## src/irq_pkg.sv

```systemverilog
// Package for the interrupt flag and priority register block.
// Assumes an AXI4-Lite master with 32-bit data; registers are 16 bits.
package irq_pkg;
  localparam int ADDR_W = 4;
  localparam int REG_W  = 16;
  localparam int PRI_W  = 3;
  localparam int NSRC   = 17; // 15 flag sources + spare slots in map
  // Byte offsets (no offsets printed, chosen locally)
  localparam logic [ADDR_W-1:0] OFS_FLAGS3  = 4'h0;
  localparam logic [ADDR_W-1:0] OFS_PRI3    = 4'h4;
  localparam logic [ADDR_W-1:0] OFS_PRI27   = 4'h8;
  localparam logic [ADDR_W-1:0] OFS_REQUEST = 4'hc;
  // Implemented bit masks
  localparam logic [REG_W-1:0] FLAGS3_MASK = 16'hffef;
  localparam logic [REG_W-1:0] PRI3_MASK   = 16'h7777;
  localparam logic [REG_W-1:0] PRI27_MASK  = 16'h7770;
  // Reset values: flags clear, priorities level 4
  localparam logic [REG_W-1:0] FLAGS3_RST  = 16'h0000;
  localparam logic [REG_W-1:0] PRI3_RST    = 16'h4444;
  localparam logic [REG_W-1:0] PRI27_RST   = 16'h4440;
  localparam logic [PRI_W-1:0] PRI_OFF     = 3'h0;
  // Program restart address after reset
  localparam logic [23:0] RESET_PC = 24'h000000;
  localparam logic [1:0] RESP_OKAY   = 2'h0;
  localparam logic [1:0] RESP_SLVERR = 2'h2;
endpackage

```

## src/irq_pri_field.sv

```systemverilog
// One source's priority/flag qualifier.
// Assumes flag and field come from registers on the same clock.
`timescale 1ns/100ps
module irq_pri_field
  import irq_pkg::*;
(
  input  wire logic [PRI_W-1:0] i_pri,
  input  wire logic             i_flag,
  output logic      [PRI_W-1:0] o_level
);
  // Code zero or a clear flag masks source; else level is the code
  assign o_level = (i_flag && i_pri != PRI_OFF) ? i_pri : PRI_OFF;
endmodule

```

## src/irq_arbiter.sv

```systemverilog
// Picks the most urgent level; ties go to the lowest source index.
// Assumes levels are already gated by the priority code.
`timescale 1ns/100ps
module irq_arbiter
  import irq_pkg::*;
#(
  parameter int N = 16
)
(
  input  wire logic [N*PRI_W-1:0] i_levels,
  output logic      [PRI_W-1:0]   o_level,
  output logic      [4:0]         o_index
);
  // Strict greater-than keeps the lower index on a tie
  always_comb
  begin
    o_level = PRI_OFF;
    o_index = 5'h00;
    for (int k = 0; k < N; k++)
    begin
      if (i_levels[k*PRI_W +: PRI_W] > o_level)
      begin
        o_level = i_levels[k*PRI_W +: PRI_W];
        o_index = 5'(k);
      end
    end
  end
endmodule

```

## src/irq_flag_priority_regs.sv

```systemverilog
// Interrupt flag and priority registers with request presentation.
// Assumes one clock, synchronous active-low reset, AXI4-Lite master.
//
// The register offsets and the AXI4-Lite register port were chosen for this implementation.
`timescale 1ns/100ps
module irq_flag_priority_regs
  import irq_pkg::*;
(
  input  wire logic                I_REF_CLK,
  input  wire logic                I_RST_N,
  input  wire logic [REG_W-1:0]    I_SRC_EVENT,
  input  wire logic [ADDR_W-1:0]   I_AWADDR,
  input  wire logic                I_AWVALID,
  output logic                     O_AWREADY,
  input  wire logic [31:0]         I_WDATA,
  input  wire logic [3:0]          I_WSTRB,
  input  wire logic                I_WVALID,
  output logic                     O_WREADY,
  output logic [1:0]               O_BRESP,
  output logic                     O_BVALID,
  input  wire logic                I_BREADY,
  input  wire logic [ADDR_W-1:0]   I_ARADDR,
  input  wire logic                I_ARVALID,
  output logic                     O_ARREADY,
  output logic [31:0]              O_RDATA,
  output logic [1:0]               O_RRESP,
  output logic                     O_RVALID,
  input  wire logic                I_RREADY,
  output logic                     O_IRQ_REQ,
  output logic [PRI_W-1:0]         O_IRQ_LEVEL,
  output logic [4:0]               O_IRQ_INDEX,
  output logic [23:0]              O_RESTART_PC
);

  // Source-to-field map: flag bits 15..0 use fields of the two registers
  localparam int NF = 16;

  logic [REG_W-1:0] flags_reg, flags_next;
  logic [REG_W-1:0] pri3_reg, pri3_next;
  logic [REG_W-1:0] pri27_reg, pri27_next;
  logic [REG_W-1:0] ev_meta_reg, ev_sync_reg;
  logic             aw_hold_reg, aw_hold_next;
  logic             w_hold_reg, w_hold_next;
  logic [ADDR_W-1:0] aw_addr_reg, aw_addr_next;
  logic [REG_W-1:0] w_data_reg, w_data_next;
  logic [1:0]       w_strb_reg, w_strb_next;
  logic             bvalid_reg, bvalid_next;
  logic [1:0]       bresp_reg, bresp_next;
  logic             rvalid_reg, rvalid_next;
  logic [31:0]      rdata_reg, rdata_next;
  logic [1:0]       rresp_reg, rresp_next;
  logic             req_reg, req_next;
  logic [PRI_W-1:0] lvl_reg, lvl_next;
  logic [4:0]       idx_reg, idx_next;
  logic [NF*PRI_W-1:0] levels;
  logic [PRI_W-1:0] win_level;
  logic [4:0]       win_index;
  logic             wr_fire;
  logic             aw_take, w_take, ar_take;
  logic             awready_next, wready_next, arready_next;

  // Merge byte lanes of a 16-bit register, keeping unimplemented bits zero
  function automatic logic [REG_W-1:0] merge16(
    input logic [REG_W-1:0] old_v,
    input logic [REG_W-1:0] new_v,
    input logic [1:0]       strb,
    input logic [REG_W-1:0] mask
  );
    logic [REG_W-1:0] be;
    be = {{8{strb[1]}}, {8{strb[0]}}};
    return ((old_v & ~be) | (new_v & be)) & mask;
  endfunction

  // Field k mod 8 of the combined priority map
  function automatic logic [PRI_W-1:0] pri_of(input int k,
    input logic [REG_W-1:0] p3, input logic [REG_W-1:0] p27);
    logic [2*REG_W-1:0] both;
    both = {p27, p3};
    return both[(k % 8) * 4 +: PRI_W];
  endfunction

  // Event pins cross in through two flops
  always_ff @(posedge I_REF_CLK)
  begin
    if (!I_RST_N)
    begin
      ev_meta_reg <= 16'h0000;
      ev_sync_reg <= 16'h0000;
    end
    else
    begin
      ev_meta_reg <= I_SRC_EVENT;
      ev_sync_reg <= ev_meta_reg;
    end
  end

  // Qualify each flag with its priority code
  genvar g;
  generate
    for (g = 0; g < NF; g++)
    begin : gen_src
      irq_pri_field u_field (
        .i_pri   (pri_of(g, pri3_reg, pri27_reg)),
        .i_flag  (flags_reg[g]),
        .o_level (levels[g*PRI_W +: PRI_W])
      );
    end
  endgenerate

  // Lower index is the lower vector position
  irq_arbiter #(.N(NF)) u_arb (
    .i_levels (levels),
    .o_level  (win_level),
    .o_index  (win_index)
  );

  // A channel counts as taken only while its ready is shown, which keeps
  // the first cycle after reset from accepting a request early
  assign aw_take = I_AWVALID && O_AWREADY;
  assign w_take  = I_WVALID && O_WREADY;
  assign ar_take = I_ARVALID && O_ARREADY;

  // Both halves held and no answer waiting
  assign wr_fire = aw_hold_reg && w_hold_reg && !bvalid_reg;

  // Write channel: address and data taken in either order
  always_comb
  begin
    aw_hold_next = aw_hold_reg;
    w_hold_next  = w_hold_reg;
    aw_addr_next = aw_addr_reg;
    w_data_next  = w_data_reg;
    w_strb_next  = w_strb_reg;
    bvalid_next  = bvalid_reg;
    bresp_next   = bresp_reg;
    if (aw_take)
    begin
      aw_hold_next = 1'b1;
      aw_addr_next = I_AWADDR;
    end
    if (w_take)
    begin
      w_hold_next = 1'b1;
      w_data_next = I_WDATA[REG_W-1:0];
      w_strb_next = I_WSTRB[1:0];
    end
    if (wr_fire)
    begin
      aw_hold_next = 1'b0;
      w_hold_next  = 1'b0;
      bvalid_next  = 1'b1;
      case (aw_addr_reg)
        OFS_FLAGS3, OFS_PRI3, OFS_PRI27, OFS_REQUEST: bresp_next = RESP_OKAY;
        default: bresp_next = RESP_SLVERR;
      endcase
    end
    else if (bvalid_reg && I_BREADY)
      bvalid_next = 1'b0;
  end

  // Register file; hardware set wins over a software clear
  always_comb
  begin
    flags_next = flags_reg;
    pri3_next  = pri3_reg;
    pri27_next = pri27_reg;
    if (wr_fire)
    begin
      case (aw_addr_reg)
        OFS_FLAGS3:
          flags_next = merge16(flags_reg, w_data_reg, w_strb_reg,
                               FLAGS3_MASK);
        OFS_PRI3:
          pri3_next = merge16(pri3_reg, w_data_reg, w_strb_reg, PRI3_MASK);
        OFS_PRI27:
          pri27_next = merge16(pri27_reg, w_data_reg, w_strb_reg,
                               PRI27_MASK);
        default: ;
      endcase
    end
    // Events OR in last, so a set beats a clear in the same cycle
    flags_next = flags_next | (ev_sync_reg & FLAGS3_MASK);
  end

  // Read channel, one cycle to answer
  always_comb
  begin
    rvalid_next = rvalid_reg;
    rdata_next  = rdata_reg;
    rresp_next  = rresp_reg;
    if (rvalid_reg && I_RREADY)
      rvalid_next = 1'b0;
    else if (ar_take)
    begin
      rvalid_next = 1'b1;
      rresp_next  = RESP_OKAY;
      // Status word: request at bit 11, index 10:6, level 2:0
      case (I_ARADDR)
        OFS_FLAGS3:  rdata_next = {16'h0000, flags_reg};
        OFS_PRI3:    rdata_next = {16'h0000, pri3_reg};
        OFS_PRI27:   rdata_next = {16'h0000, pri27_reg};
        OFS_REQUEST: rdata_next = {16'h0000, 4'h0, req_reg, idx_reg,
                                   3'h0, lvl_reg};
        default:
        begin
          rdata_next = 32'h00000000;
          rresp_next = RESP_SLVERR;
        end
      endcase
    end
  end

  // Request toward the core; reset itself raises nothing
  // Registered a cycle after the arbiter so the core sees settled values
  always_comb
  begin
    req_next = (win_level != PRI_OFF);
    lvl_next = win_level;
    idx_next = win_index;
  end

  // State registers; reset restores documented values
  always_ff @(posedge I_REF_CLK)
  begin
    if (!I_RST_N)
    begin
      flags_reg   <= FLAGS3_RST;
      pri3_reg    <= PRI3_RST;
      pri27_reg   <= PRI27_RST;
      aw_hold_reg <= 1'b0;
      w_hold_reg  <= 1'b0;
      aw_addr_reg <= 4'h0;
      w_data_reg  <= 16'h0000;
      w_strb_reg  <= 2'h0;
      bvalid_reg  <= 1'b0;
      bresp_reg   <= RESP_OKAY;
      rvalid_reg  <= 1'b0;
      rdata_reg   <= 32'h00000000;
      rresp_reg   <= RESP_OKAY;
      req_reg     <= 1'b0;
      lvl_reg     <= PRI_OFF;
      idx_reg     <= 5'h00;
    end
    else
    begin
      flags_reg   <= flags_next;
      pri3_reg    <= pri3_next;
      pri27_reg   <= pri27_next;
      aw_hold_reg <= aw_hold_next;
      w_hold_reg  <= w_hold_next;
      aw_addr_reg <= aw_addr_next;
      w_data_reg  <= w_data_next;
      w_strb_reg  <= w_strb_next;
      bvalid_reg  <= bvalid_next;
      bresp_reg   <= bresp_next;
      rvalid_reg  <= rvalid_next;
      rdata_reg   <= rdata_next;
      rresp_reg   <= rresp_next;
      req_reg     <= req_next;
      lvl_reg     <= lvl_next;
      idx_reg     <= idx_next;
    end
  end

  // Readies drop while a channel is held or an answer waits, so a
  // second request cannot slip in before the response is taken
  always_comb
  begin
    awready_next = !aw_hold_next && !bvalid_next;
    wready_next  = !w_hold_next && !bvalid_next;
    arready_next = !rvalid_next;
  end

  // Ready flags are registered holds, no combinational path
  always_ff @(posedge I_REF_CLK)
  begin
    if (!I_RST_N)
    begin
      O_AWREADY    <= 1'b0;
      O_WREADY     <= 1'b0;
      O_ARREADY    <= 1'b0;
      O_RESTART_PC <= RESET_PC;
    end
    else
    begin
      O_AWREADY    <= awready_next;
      O_WREADY     <= wready_next;
      O_ARREADY    <= arready_next;
      O_RESTART_PC <= RESET_PC;
    end
  end

  assign O_BVALID    = bvalid_reg;
  assign O_BRESP     = bresp_reg;
  assign O_RVALID    = rvalid_reg;
  assign O_RDATA     = rdata_reg;
  assign O_RRESP     = rresp_reg;
  assign O_IRQ_REQ   = req_reg;
  assign O_IRQ_LEVEL = lvl_reg;
  assign O_IRQ_INDEX = idx_reg;

endmodule

```

## config.mk

```make
export PLATFORM = sky130hd
export DESIGN_NAME = irq_flag_priority_regs
export DESIGN_NICKNAME = d
export VERILOG_FILES = /design/src/irq_pkg.sv /design/src/irq_pri_field.sv /design/src/irq_arbiter.sv /design/src/irq_flag_priority_regs.sv
export SDC_FILE = /design/constraint.sdc
export NUM_CORES = 1
export LEC_CHECK = 0
export ABC_AREA = 1
export CAP_MARGIN = 20
export CORE_AREA = 2 2 120 134
export DETAILED_ROUTE_END_ITERATION = 12
export DIE_AREA = 0 0 122 136
export DONT_BUFFER_PORTS = 1
export GPL_TIMING_DRIVEN = 0
export PLACE_DENSITY = 0.6
export SYNTH_ARGS = -nofsm -noshare
export SYNTH_HDL_FRONTEND = slang
export SYNTH_SLANG_ARGS = --single-unit
```

## constraint.sdc

```tcl
create_clock -name I_REF_CLK -period 30.3 [get_ports I_REF_CLK]
set_input_delay 3.03 -clock I_REF_CLK [delete_from_list [all_inputs] [get_ports I_REF_CLK]]
set_output_delay 3.03 -clock I_REF_CLK [all_outputs]
set_load 0.01 [all_outputs]
```

==> results by group <==
Timing
  • Skew final: roughly 0.0077 ns
  • Tcrit/Tclk final: 0.502
  • Max Clk Rate: between 0.06 and 0.07 GHz
  • Final Max Slew Viols: 0
  • Worst slew pin tran: between 0.8 and 0.9 ns
  • Slew headroom: 0.433
  • # setup viols final: 0
  • Setup TNS: 0 ns
  • Fin. Hold Viols: 0
  • RSZ-0062 raised after global routing: no
  • Final min period: ~15 ns

Die
  • Die Ht: roughly 140 µm
  • Site row count: 48
  • # IOs: ~140
  • Die Width: 122 µm
  • Initial core utilization: 0.439
  • Die footprint: about 17,000 µm²
  • Core area: roughly 15,000 µm²

Job
  • Max-cap violations: 0

Drt
  • Vias: just under 6,000
  • Residual DRC: 0
  • Router iterations before antenna repair: 5
  • Post-detailed-routing wire length: roughly 18,000 µm
  • Routed wire length per instance: 14.3 µm
  • DR iter-0 viols: 433
  • DRT antenna net count: 0
  • Via-to-Cell Ratio: a little under 5

Worst setup path
  • Largest stage delay, worst path: 0.45 ns
  • Buf/Inv on CP: 22
  • Most common cell on crit path: nand2_1
  • Crit. End Element: flop
  • Required @ worst endpoint: between 30 and 40 ns
  • Worst EP arrival: ~16 ns
  • Type of the worst setup path: flop to flop
  • Slowest cell on crit path: dfxtp_1
  • Critical Path Source Type: flop
  • Max FO, Critical Path: 7
  • Cell family with most CP delay: simple AND/OR/NAND/NOR gates

Global routing
  • Largest net degree at the start of global routing: 17
  • Vias in the first global route: roughly 5,500
  • Initial antenna violation count: 0
  • First-pass GRT wire length: 27,700 µm
  • Total GRT Usage: 0.216
  • Grt total ovfl: 0

CTS
  • CTS tree: done
  • Clock buffer depth: 2
  • Skew-Pair Late Insertion Delay: around 0.42 ns
  • Num CTS Buffers: 17
  • Hold-fix buffers at CTS: 0
  • Setup Buffers After CTS: 0
  • Clock transition at path regs: roughly 0.060 ns
  • H-tree depth: 4
  • Clock sinks: ~120
  • Post-CTS Resized: 0
  • Root Driver: clkbuf_16

Outcome
  • Outcome: completed

Placed design
  • Port bufs: 0
  • Placed Cells: 1,189
  • DP Wirelength: 14,200 µm
  • Placer Congestion: roughly 0.87

Yosys
  • Area leader, netlist: dfxtp_1
  • Number of synthesized flops with an enable pin: 0
  • Top post-synthesis cells by area: dfxtp_1, nand2_1, inv_1
  • Synth warn: 0
  • Yosys cell types: 40
  • Synth async-reset ratio: 0
  • Post-Syn Instances: between 900 and 1,000
  • Sequential area share after synthesis: 0.361
  • Post-Syn Area: between 6000 and 7000 µm²
  • Ys flop type: dfxtp_1
  • Avg Synthesized Cell Area: 7.09 µm²
  • Share of the synthesized area in the top cell type: 0.361
  • #FFs+latches synth: 121

Layout
  • Ant diodes: 0
  • Share of cells above drive strength 1: 0.124
  • Layout area overhead: 14.9%
  • Non-Filler Instances: about 1,200
  • Nets@finish: between 1,000 and 1,500

Worst hold path
  • Tightest Hold Check Type: flop to flop
## worst register-to-register path: cells and delay by family, from the launching register on
| family | cells | cell delay [ns] |
|---|---|---|
| compound gates | 18 | 3.85 |
| flops | 1 | 0.45 |
| buf+inv | 22 | 2.02 |
| simple gates | 52 | 5.44 |
| fa+ha+maj | 13 | 3.40 |
## placed cells by master, fill, tap and decap left out, types with 3 or more instances in the layout
cell type,netlist,final
clkinv_1,3,3
nand3_2,27,27
conb_1,1,43
a21oi_1,62,62
clkbuf_16,0,17
buf_4,43,43
dfxtp_1,121,121
nand2_2,13,13
and2_1,14,14
inv_1,178,178
o22ai_1,3,3
ha_1,39,39
o211ai_1,7,7
nand3_1,32,32
o221ai_1,5,5
clkbuf_1,19,19
nand2_1,193,193
nand4_1,4,4
nor4_1,3,3
nor3_1,7,7
o21ai_0,55,55
o31ai_1,15,15
clkinv_4,0,5
a31oi_1,15,15
nor2_1,67,67
inv_6,0,5
## synth_stat cells, types with 19 or more instances
| master | n |
|---|---|
| a21oi_1 | 62 |
| buf_4 | 43 |
| clkbuf_1 | 19 |
| dfxtp_1 | 121 |
| ha_1 | 39 |
| inv_1 | 178 |
| nand2_1 | 193 |
| nand3_1 | 32 |
| nand3_2 | 27 |
| nor2_1 | 67 |
| o21ai_0 | 55 |
## path summary, 6_finish.rpt
| path | startpoint | endpoint | slack, ns | cells after the start |
|---|---|---|---|---|
| worst max-delay path | flop | O_IRQ_REQ | 15.08 | 105 |
| worst min-delay path | ev_meta_reg[14] | ev_sync_reg[14] | 0.41 | 2 |
| worst max register to register | flop | O_IRQ_REQ | 15.08 | 105 |
| worst min register to register | ev_meta_reg[14] | ev_sync_reg[14] | 0.41 | 2 |
## through the flow
stage | setup WS [ns] | hold slack, ns | cell area [µm²] | utilization
finish | 15.08 | 0.411 | 7720 | 0.504
global route | 13.37 | 0.421 | 7720 | 0.504
CTS | 15.19 | 0.411 | 7720 | 0.504
detailed placement | 15.23 | 0.397 | 7130 | 0.465
global placement | 15.27 | 0.396 | 7130 | 0.465
floorplan | 17.08 | 0.386 | 6880 | -
## cell families after synthesis
| group | after synthesis | share of synthesized area |
|---|---|---|
| adders and majority gates | 39 | 0.0726 |
| AOI/OAI and AO/OA | 174 | 0.150 |
| other | 1 | 0.000558 |
| DFF | 121 | 0.361 |
| and+or+nand+nor | 367 | 0.255 |
| buffers and inverters | 245 | 0.161 |
## area by class of cell
| class | instances | area [µm²] |
|---|---|---|
| Buffer | 62 | 394 |
| Clock buffer | 17 | 425 |
| Clock inverter | 15 | 165 |
| Fill cell | 1576 | 7600 |
| Inverter | 183 | 689 |
| Multi-Input combinational cell | 623 | 3370 |
| Sequential cell | 121 | 2420 |
| Tap cell | 200 | 250 |
## metal layers
layer  global-route usage  wire, µm  vias to the layer above  share of wire
li1                     -         -                     3066              -
met1                0.272      7690                     2635           0.44
met4               0.0824       459                        0          0.026
met3               0.0428       940                       39          0.054
met2                0.364      8430                      176           0.48
met5                    0         0                        -              0
Power is not shown: default switching activity piles up to over one toggle a cycle in this logic, so the estimate is an artifact.
